[config.mk]
export PLATFORM = sky130hd
export DESIGN_NAME = llo_regs
export DESIGN_NICKNAME = d
export VERILOG_FILES = /design/src/logic/llo_pkg.sv /design/src/logic/llo_level_mux.sv /design/src/logic/llo_regs.sv
export SDC_FILE = /design/constraint.sdc
export NUM_CORES = 1
export LEC_CHECK = 0
export ABC_AREA = 1
export BUFFER_PORTS_ARGS = -buffer_cell sky130_fd_sc_hd__buf_2
export CELL_PAD_IN_SITES_DETAIL_PLACEMENT = 0
export CELL_PAD_IN_SITES_GLOBAL_PLACEMENT = 1
export CORE_MARGIN = 3
export CORE_UTILIZATION = 35
export DETAILED_ROUTE_END_ITERATION = 8
export PLACE_DENSITY_LB_ADDON = 0.1
export SLEW_MARGIN = 10
export SYNTH_ARGS = -nofsm -noshare
export SYNTH_HDL_FRONTEND = slang
export SYNTH_SLANG_ARGS = --single-unit
export TNS_END_PERCENT = 10
[constraint.sdc]
create_clock -name clk_i -period 1.4 [get_ports clk_i]
set_input_delay 0.14 -clock clk_i [delete_from_list [all_inputs] [get_ports clk_i]]
set_output_delay 0.14 -clock clk_i [all_outputs]
set_load 0.02 [all_outputs]
[src/logic/llo_pkg.sv]
// Package for the link level override register block
package llo_pkg;
    // Register byte offsets
    localparam logic [11:0] LLO_OVERRIDE_OFFS = 12'h428;
    localparam logic [11:0] LLO_STATUS_OFFS = 12'h420;
    // Override register field layout
    localparam int LLO_EN_BIT = 31;
    localparam int LLO_TX_HI = 30;
    localparam int LLO_TX_LO = 26;
    localparam int LLO_LOS_HI = 25;
    localparam int LLO_LOS_LO = 21;
    localparam int LLO_HYS_HI = 20;
    localparam int LLO_HYS_LO = 16;
    localparam int LLO_RSVD_HI = 15;
    localparam int LLO_CODE_W = 5;
    // Reset values
    localparam logic LLO_EN_RST = 1'b0;
    localparam logic [4:0] LLO_TX_RST = 5'h10;
    localparam logic [4:0] LLO_LOS_RST = 5'h10;
    localparam logic [4:0] LLO_HYS_RST = 5'h10;
    localparam logic [15:0] LLO_RSVD_RST = 16'h0000;
    // Status register bit 31 reads as one, low bits read as ones
    localparam logic LLO_STAT_B31 = 1'b1;
    localparam logic [15:0] LLO_STAT_LOW = 16'hffff;
    // Answer to an unmapped read
    localparam logic [31:0] LLO_UNMAPPED_DATA = 32'h0000_0000;
endpackage

[src/logic/llo_level_mux.sv]
// Selects applied level codes between register and input values
`timescale 1ns/1ps
module llo_level_mux
    import llo_pkg::*;
#(
    parameter int W = LLO_CODE_W
) (
    // Selection
    input wire logic override_i,
    // Register side codes
    input wire logic [W-1:0] reg_tx_i,
    input wire logic [W-1:0] reg_los_i,
    input wire logic [W-1:0] reg_hys_i,
    // Input derived codes
    input wire logic [W-1:0] in_tx_i,
    input wire logic [W-1:0] in_los_i,
    input wire logic [W-1:0] in_hys_i,
    // Applied codes
    output logic [W-1:0] tx_o,
    output logic [W-1:0] los_o,
    output logic [W-1:0] hys_o
);
    // All three controls switch together, never one alone
    assign tx_o = override_i ? reg_tx_i : in_tx_i;
    assign los_o = override_i ? reg_los_i : in_los_i;
    assign hys_o = override_i ? reg_hys_i : in_hys_i;
endmodule

[src/logic/llo_regs.sv]
// Link level override register with Avalon-MM slave and level select
//
// How it works
// - Override bit 31 selects register codes; resets off
// - Transmit amplitude code bits 30:26, reset 0x10
// - Signal loss threshold code bits 25:21, reset 0x10
// - Comparator hysteresis code bits 20:16, reset 0x10
// - Status register shows input codes, not applied
//
// Chosen here: the Avalon-MM register port.
`timescale 1ns/1ps
module llo_regs
    import llo_pkg::*;
#(
    parameter int W = LLO_CODE_W
) (
    // Clock and reset
    input wire logic clk_i,
    input wire logic rstn_i,
    // Avalon-MM slave
    input wire logic [11:0] address_i,
    input wire logic read_i,
    input wire logic write_i,
    input wire logic [31:0] writedata_i,
    input wire logic [3:0] byteenable_i,
    output logic [31:0] readdata_o,
    output logic waitrequest_o,
    // Input derived level codes
    input wire logic [W-1:0] in_tx_i,
    input wire logic [W-1:0] in_los_i,
    input wire logic [W-1:0] in_hys_i,
    // Applied level controls
    output logic override_o,
    output logic [W-1:0] tx_o,
    output logic [W-1:0] los_o,
    output logic [W-1:0] hys_o
);
    logic en_q;
    logic [W-1:0] tx_q;
    logic [W-1:0] los_q;
    logic [W-1:0] hys_q;
    logic [15:0] rsvd_q;
    logic ack_q;
    logic [31:0] rdata_q;
    logic [31:0] ovr_word;
    logic [31:0] stat_word;
    logic [31:0] new_word;
    logic hit_ovr;
    logic hit_stat;
    logic req;

    // Merge write data into a word under byte enables
    function automatic logic [31:0] llo_merge(input logic [31:0] old_w, input logic [31:0] new_w,
                                              input logic [3:0] be);
        logic [31:0] r;
        r = old_w;
        for (int i = 0; i < 4; i++) begin
            if (be[i]) begin
                r[i*8 +: 8] = new_w[i*8 +: 8];
            end
        end
        return r;
    endfunction

    assign req = read_i | write_i;
    assign hit_ovr = (address_i == LLO_OVERRIDE_OFFS);
    assign hit_stat = (address_i == LLO_STATUS_OFFS);

    // Current register contents as a word
    assign ovr_word = {en_q, tx_q, los_q, hys_q, rsvd_q};
    // Status always reports input codes, even under override
    assign stat_word = {LLO_STAT_B31, in_tx_i, in_los_i, in_hys_i, LLO_STAT_LOW};
    assign new_word = llo_merge(ovr_word, writedata_i, byteenable_i);

    // One wait cycle per access, then release for one cycle
    assign waitrequest_o = req & ~ack_q;

    always_ff @(posedge clk_i or negedge rstn_i) begin
        if (!rstn_i) begin
            ack_q <= 1'b0;
        end else begin
            ack_q <= req & ~ack_q;
        end
    end

    // Register fields; write lands at the edge where waitrequest is low
    always_ff @(posedge clk_i or negedge rstn_i) begin
        if (!rstn_i) begin
            en_q <= LLO_EN_RST;
            tx_q <= LLO_TX_RST;
            los_q <= LLO_LOS_RST;
            hys_q <= LLO_HYS_RST;
            rsvd_q <= LLO_RSVD_RST;
        end else if (write_i && ack_q && hit_ovr) begin
            en_q <= new_word[LLO_EN_BIT];
            tx_q <= new_word[LLO_TX_HI:LLO_TX_LO];
            los_q <= new_word[LLO_LOS_HI:LLO_LOS_LO];
            hys_q <= new_word[LLO_HYS_HI:LLO_HYS_LO];
            // Reserved bits are plain storage; software keeps them intact
            rsvd_q <= new_word[LLO_RSVD_HI:0];
        end
    end

    // Read data is registered in the wait cycle, stands while acked
    always_ff @(posedge clk_i or negedge rstn_i) begin
        if (!rstn_i) begin
            rdata_q <= LLO_UNMAPPED_DATA;
        end else if (read_i && !ack_q) begin
            if (hit_ovr) begin
                rdata_q <= ovr_word;
            end else if (hit_stat) begin
                rdata_q <= stat_word;
            end else begin
                rdata_q <= LLO_UNMAPPED_DATA;
            end
        end
    end
    assign readdata_o = rdata_q;
    assign override_o = en_q;

    // Select between register and input codes
    llo_level_mux #(
        .W(W)
    ) u_mux (
        .override_i(en_q),
        .reg_tx_i(tx_q),
        .reg_los_i(los_q),
        .reg_hys_i(hys_q),
        .in_tx_i(in_tx_i),
        .in_los_i(in_los_i),
        .in_hys_i(in_hys_i),
        .tx_o(tx_o),
        .los_o(los_o),
        .hys_o(hys_o)
    );

    // Override on: applied codes equal register fields
    a_ovr_applies: assert property (@(posedge clk_i) disable iff (!rstn_i)
        en_q |-> (tx_o == tx_q && los_o == los_q && hys_o == hys_q))
        else $error("override on but applied codes differ");
    // Override off: applied codes follow inputs
    a_ovr_off_inputs: assert property (@(posedge clk_i) disable iff (!rstn_i)
        !en_q |-> (tx_o == in_tx_i && los_o == in_los_i && hys_o == in_hys_i))
        else $error("override off but applied codes not from inputs");
    // Full write of amplitude field visible next cycle
    a_tx_write: assert property (@(posedge clk_i) disable iff (!rstn_i)
        (write_i && ack_q && hit_ovr && byteenable_i[3])
        |=> tx_q == $past(writedata_i[LLO_TX_HI:LLO_TX_LO]))
        else $error("amplitude code not written");
    // Threshold field spans two lanes
    a_los_write: assert property (@(posedge clk_i) disable iff (!rstn_i)
        (write_i && ack_q && hit_ovr && byteenable_i[3] && byteenable_i[2])
        |=> los_q == $past(writedata_i[LLO_LOS_HI:LLO_LOS_LO]))
        else $error("threshold code not written");
    // Hysteresis unchanged without a write
    a_hys_hold: assert property (@(posedge clk_i) disable iff (!rstn_i)
        !(write_i && ack_q && hit_ovr) |=> $stable(hys_q))
        else $error("hysteresis code changed without write");
    // Status read returns the amplitude input code one cycle after request
    a_stat_read: assert property (@(posedge clk_i) disable iff (!rstn_i)
        (read_i && !ack_q && hit_stat) |=> ack_q && !waitrequest_o
        && readdata_o[LLO_TX_HI:LLO_TX_LO] == $past(in_tx_i))
        else $error("status read wrong");
    // Each request answered after exactly one wait cycle
    a_bus_wait: assert property (@(posedge clk_i) disable iff (!rstn_i)
        (req && !ack_q) |-> waitrequest_o ##1 (ack_q && !waitrequest_o))
        else $error("slave answer timing wrong");
    // Readback of override register matches stored override bit
    a_ovr_read: assert property (@(posedge clk_i) disable iff (!rstn_i)
        (read_i && !ack_q && hit_ovr) |=> readdata_o[LLO_EN_BIT] == en_q)
        else $error("override readback wrong");

    // Write side: a write counts only at the edge where waitrequest is low
    // Override bit rides in lane 3 with the amplitude
    a_en_write: assert property (@(posedge clk_i) disable iff (!rstn_i)
        (write_i && ack_q && hit_ovr && byteenable_i[3])
        |=> en_q == $past(writedata_i[LLO_EN_BIT]))
        else $error("override bit not written");
    // Hysteresis field sits wholly in lane 2
    a_hys_write: assert property (@(posedge clk_i) disable iff (!rstn_i)
        (write_i && ack_q && hit_ovr && byteenable_i[2])
        |=> hys_q == $past(writedata_i[LLO_HYS_HI:LLO_HYS_LO]))
        else $error("hysteresis code not written");
    // Reserved half is plain storage; keeping it intact is up to software
    a_rsvd_write: assert property (@(posedge clk_i) disable iff (!rstn_i)
        (write_i && ack_q && hit_ovr && byteenable_i[1] && byteenable_i[0])
        |=> rsvd_q == $past(writedata_i[LLO_RSVD_HI:0]))
        else $error("reserved bits not stored");
    // Lane 3 off: override bit and amplitude keep their values
    a_lane_keep: assert property (@(posedge clk_i) disable iff (!rstn_i)
        (write_i && ack_q && hit_ovr && !byteenable_i[3])
        |=> $stable(en_q) && $stable(tx_q))
        else $error("disabled lane was written");
    // No taken write, no change of enable, amplitude or threshold
    a_fields_hold: assert property (@(posedge clk_i) disable iff (!rstn_i)
        !(write_i && ack_q && hit_ovr) |=> $stable(en_q) && $stable(tx_q) && $stable(los_q))
        else $error("level field changed without write");
    // Writes to status or unmapped places are dropped
    a_refused_write: assert property (@(posedge clk_i) disable iff (!rstn_i)
        (write_i && !hit_ovr) |=> $stable(ovr_word))
        else $error("refused write changed the register");

    // Read side and idle bus
    // Status read also shows threshold, hysteresis and the fixed bits
    a_stat_fixed: assert property (@(posedge clk_i) disable iff (!rstn_i)
        (read_i && !ack_q && hit_stat) |=> readdata_o[LLO_LOS_HI:LLO_LOS_LO] == $past(in_los_i)
        && readdata_o[LLO_HYS_HI:LLO_HYS_LO] == $past(in_hys_i) && readdata_o[LLO_EN_BIT] == LLO_STAT_B31
        && readdata_o[LLO_RSVD_HI:0] == LLO_STAT_LOW)
        else $error("status word fields wrong");
    // Override readback carries the three stored codes and the reserved half
    a_ovr_fields: assert property (@(posedge clk_i) disable iff (!rstn_i)
        (read_i && !ack_q && hit_ovr) |=> readdata_o[LLO_TX_HI:LLO_TX_LO] == tx_q
        && readdata_o[LLO_LOS_HI:LLO_LOS_LO] == los_q && readdata_o[LLO_HYS_HI:LLO_HYS_LO] == hys_q
        && readdata_o[LLO_RSVD_HI:0] == rsvd_q)
        else $error("override field readback wrong");
    // Unmapped read answers with the fixed word, no error
    a_unmapped_read: assert property (@(posedge clk_i) disable iff (!rstn_i)
        (read_i && !ack_q && !hit_ovr && !hit_stat) |=> readdata_o == LLO_UNMAPPED_DATA)
        else $error("unmapped read data wrong");
    // Read data stands until the next read is taken
    a_read_hold: assert property (@(posedge clk_i) disable iff (!rstn_i)
        !(read_i && !ack_q) |=> $stable(readdata_o))
        else $error("read data changed without a read");
    // Idle bus never sees a stall
    a_idle_nowait: assert property (@(posedge clk_i) disable iff (!rstn_i)
        !req |-> !waitrequest_o)
        else $error("waitrequest high with no request");
endmodule

### After elaboration in Yosys (flattened, before gate mapping)

Index checks and enable logic that the tools add are counted.

* input port bits: 67
* register bits: 65
* word-level logic and storage cells: 27
* output and inout bits: 49

* bitwise logic cells: 3
* multiplexer cells: 5
* equality and inequality tests: 2
* reductions and logical operators: 8

Operators by type and width (number)
* $mux W32: 2
* $eq A12 B11 Y1 const B: 2
* $mux W5: 3
* $reduce_and A2 Y1: 4
* $logic_and A1 B1 Y1: 3
* $and A1 B1 Y1: 1
* $logic_not A1 Y1: 1
* $not A1 Y1: 1
* $or A1 B1 Y1: 1

### Logic depth before layout (Yosys ltp)

* depth after elaboration: 3
* mapped depth: 9

### By module

Synthesis repeated with hierarchy kept, for this count alone.

* cell total of the unflattened synthesis: 452
* area, all modules: 3373.2 sq um

By module, submodules not included
* llo_regs: seq. area each 1630.3 sq um, cells an instance 403, area each 3140.5 sq um, instances 1
* llo_level_mux: seq. area each 0.0 sq um, cells an instance 49, area each 232.7 sq um, instances 1

### Worst setup path before layout

Ideal clock, no wire load.

* path type: register to output
* from: register en_q (netlist: override_o)
* to: output port hys_o[2]
* data arrival time: 1287 ps
* path slack: -27 ps
* stages on the path, launching flop included: 6
* path through: dfrtp_1 -> clkbuf_1 -> inv_1 -> clkbuf_1 -> nand2_1 -> nand2_1

* word-level cells in the longest chain between the ends: 1

RTL lines
* from (decl): line llo_regs.sv:38 `logic en_q;`
* from (signal assigned): line llo_regs.sv:95 `en_q <= new_word[LLO_EN_BIT];`
* $mux W5: line llo_level_mux.sv:26 `assign hys_o = override_i ? reg_hys_i : in_hys_i;`
* to (decl): line llo_regs.sv:36 `output logic [W-1:0] hys_o`

No other way between the ends.

### Worst setup path after layout

* from: register en_q (netlist: override_o)
* to: output port hys_o[0]

The elaborated chain is that of the path after synthesis.

==> impl_metrics.py <==
metrics = {
    "placement": {
        "port_buffers": 115,
        "pre_cts_slack_ns": -0.0881,
        "gp_congestion": 0.787,
        "dpl.hpwl_mm": 6.92,
    },
    "die": {
        "rows": 34,
        "core_area_sq_um": 8980,
        "die_area_sq_um": 10700,
        "pin_count": 116,
        "die_h_um": 103,
        "die_w_um": 103,
        "start_util_pct": 37.0,
    },
    "yosys": {
        "ys_seq_area_share_pct": 49.1,
        "synth_top_area_cell": "dfrtp_1",
        "synth_nets": 517,
        "syn_area_sq_um": 3320,
        "postSynthCellCount": 450,
        "yosysUniqueCellTypes": 18,
        "synth_top_area_share_pct": 46.7,
        "synth_seq_cells": 65,
        "yosys-top-cells-area": "dfrtp_1 (47%), nand2_1 (20%), nand3_1 (9.3%)",
        "ys_warn_count": 0,
        "postSynthAreaPerCell_sq_um": 7.38,
    },
    "critical_path": {
        "crit_path_cell_trace": "inv_2 -> buf_4 -> nand2_1 -> nand2_1 -> buf_6",
        "critical_path_class": "reg -> out",
        "cpPeakStageDelay_ns": 0.41,
        "end_kind": "output port",
        "cp_top_family": "flip-flops",
        "slowest_stage": "dfrtp_1",
        "crit_buf_inv": 3,
        "start_kind": "flop",
        "arrival_ns": 1.25,
        "cpMostUsedCell": "nand2_1",
        "worstPathRequired_ns": 1.26,
        "crit_fanout": 5,
    },
    "cts": {
        "cts_tree": "done",
        "cts.sinks": 65,
        "path_clk_slew_ns": 0.07,
        "cts-root-buf": "clkbuf_8",
        "cts_max_path_buffers": 2,
        "cts.htree.levels": 3,
        "cts_buffers": 9,
        "worstSkewPairLatency_ns": 0.34,
    },
    "timing": {
        "slew_viol_final": 0,
        "relSlewSlack_pct": 72.9,
        "tightest_slew_ns": 0.407,
        "post-route-period-util_pct": 99.1,
        "hold_violations": 0,
        "max_freq_mhz": 721,
        "skew_ns": 0.0122,
        "fin_crit_ns": 1.39,
        "setup_viol": 0,
        "tns_ns": 0,
        "grt_setup_unrepaired": "yes",
        "layout_setup_ws_ns": 0.0122,
    },
    "min_path": {
        "hold_class": "in -> reg",
    },
    "final_layout": {
        "layout_common_cells": "nand2_1 (175), buf_2 (100), nor2_1 (79)",
        "n_antenna_cell": 0,
        "final_common_cell": "nand2_1",
        "fillers": 950,
        "layout-drive-gt1-share_pct": 30.0,
        "synthToLayoutAreaGrowth_pct": 34.9,
        "fin_nets": 646,
    },
    "routing": {
        "detail-route-antenna-nets": 0,
        "vias_per_cell": 4.48,
        "drt_iter0_drc": 148,
        "top_layer": "met4",
        "route.met3.wl_um": 536,
        "via_count": 3183,
        "routedWlPerCell_um": 13.4,
        "totalWireLength_mm": 9.48,
        "met2_length_mm": 4.22,
        "drc": 0,
        "met1_length_mm": 4.66,
        "firstDrtPassIters": 4,
    },
    "power_and_ir_drop": {
        "power.density_nw_per_um2": 1010,
        "ir_drop_mv": 0.515,
        "total_power_mw": 4.53,
        "cellLeakagePower_nw": 2.51,
    },
    "global_route": {
        "grt_pass1_wl_mm": 15.2,
        "grt_pass1_vias": 2992,
        "grt_usage_pct": 18.7,
        "grt_max_degree": 66,
        "grt-ovfl-total": 0,
        "antenna_found_initial": 0,
    },
    "run_status": {
        "outcome": "completed",
    },
    "flow_run": {
        "cap_violations": 0,
    },
}
worst register-to-register path: cells and delay by family (launching register included):
kind                   cells  cell delay, ns
buffers and inverters      2            0.38
flip-flops                 1            0.41
AND/OR/NAND/NOR            3            0.48
metal layers:
| metal | track usage, % | up-vias |
|---|---|---|
| li1 | - | 1645 |
| met1 | 27.6 | 1439 |
| met5 | 0 | - |
| met3 | 4.49 | 5 |
| met4 | 4.48 | 0 |
| met2 | 27.7 | 94 |
registers in the layout, summed over array words and instances (netlist names):
signal / flops
readdata_o: 32
hys_q: 5
tx_q: 5
los_q: 5
ack_q: 1
rsvd_q: 16
override_o: 1
cells by family after synthesis:
| family | share of synthesized area [%] |
|---|---|
| AND/OR/NAND/NOR | 43.6 |
| flip-flops | 49.1 |
| buffers and inverters | 7.27 |
where the power goes:
part           total (mW)  switching, mW  internal, mW
sequential           2.01         0.0464          1.97
combinational       0.721          0.449         0.272
clock                1.80          0.747          1.05
cells in the mapped netlist:
cell type	count
nor2_1	79
buf_4	2
nor2_2	1
inv_2	2
nand3_4	1
nor2_4	4
nor2_8	1
dfrtp_1	62
nand4_4	3
nand3_1	62
nand4_1	1
inv_1	29
dfstp_2	3
clkbuf_1	8
buf_2	7
nand2_1	180
nand2_2	1
buf_6	4
final timing paths:
| kind | cells after the start | slack, ns | endpoint | from |
|---|---|---|---|---|
| max | 5 | 0.01 | hys_o[0] | override_o |
| max in group asynchronous | 3 | 0.73 | hys_q[4] | rstn_i |
| min in group asynchronous | 3 | 0.35 | readdata_o[22] | rstn_i |
| min reg2reg | 2 | 0.47 | readdata_o[28] | readdata_o[28] |
| max reg2reg | 5 | 0.03 | readdata_o[19] | ack_q |
| min | 3 | 0.02 | los_q[4] | writedata_i[25] |
metrics by stage:
stage          cell area, sq um  hold slack, ns  instances  utilization [%]
6_report                   4480          0.0188        710             49.9
5_1_grt                    4480          0.0118        710             49.9
4_1_cts                    4440         0.00498        708             49.5
3_5_place_dp               4090           0.189        687             45.6
3_3_place_gp               4090           0.182        687             45.6
2_1_floorplan              3320          -0.156        450                -
layout make-up:
type	count	area [sq um]	share of cell area [%]
sequential	65	1630	36.4
multi-input combinational	333	1470	32.7
timing repair buffer	139	885	19.8
tap	126	158	3.52
clock buffer	11	141	3.16
inverter	31	120	2.68
clock inverter	5	78.8	1.76
what timing repair did:
action                                 CTS  global route
gates resized for setup                 31             6
gates cloned                             1             0
pin swaps                                0             1
endpoints found under the hold margin   63             0
buffers inserted                         2             2
hold buffers                             2             0
setup endpoints to repair               15            51
Note: power is estimated with default switching activity, not from simulation.
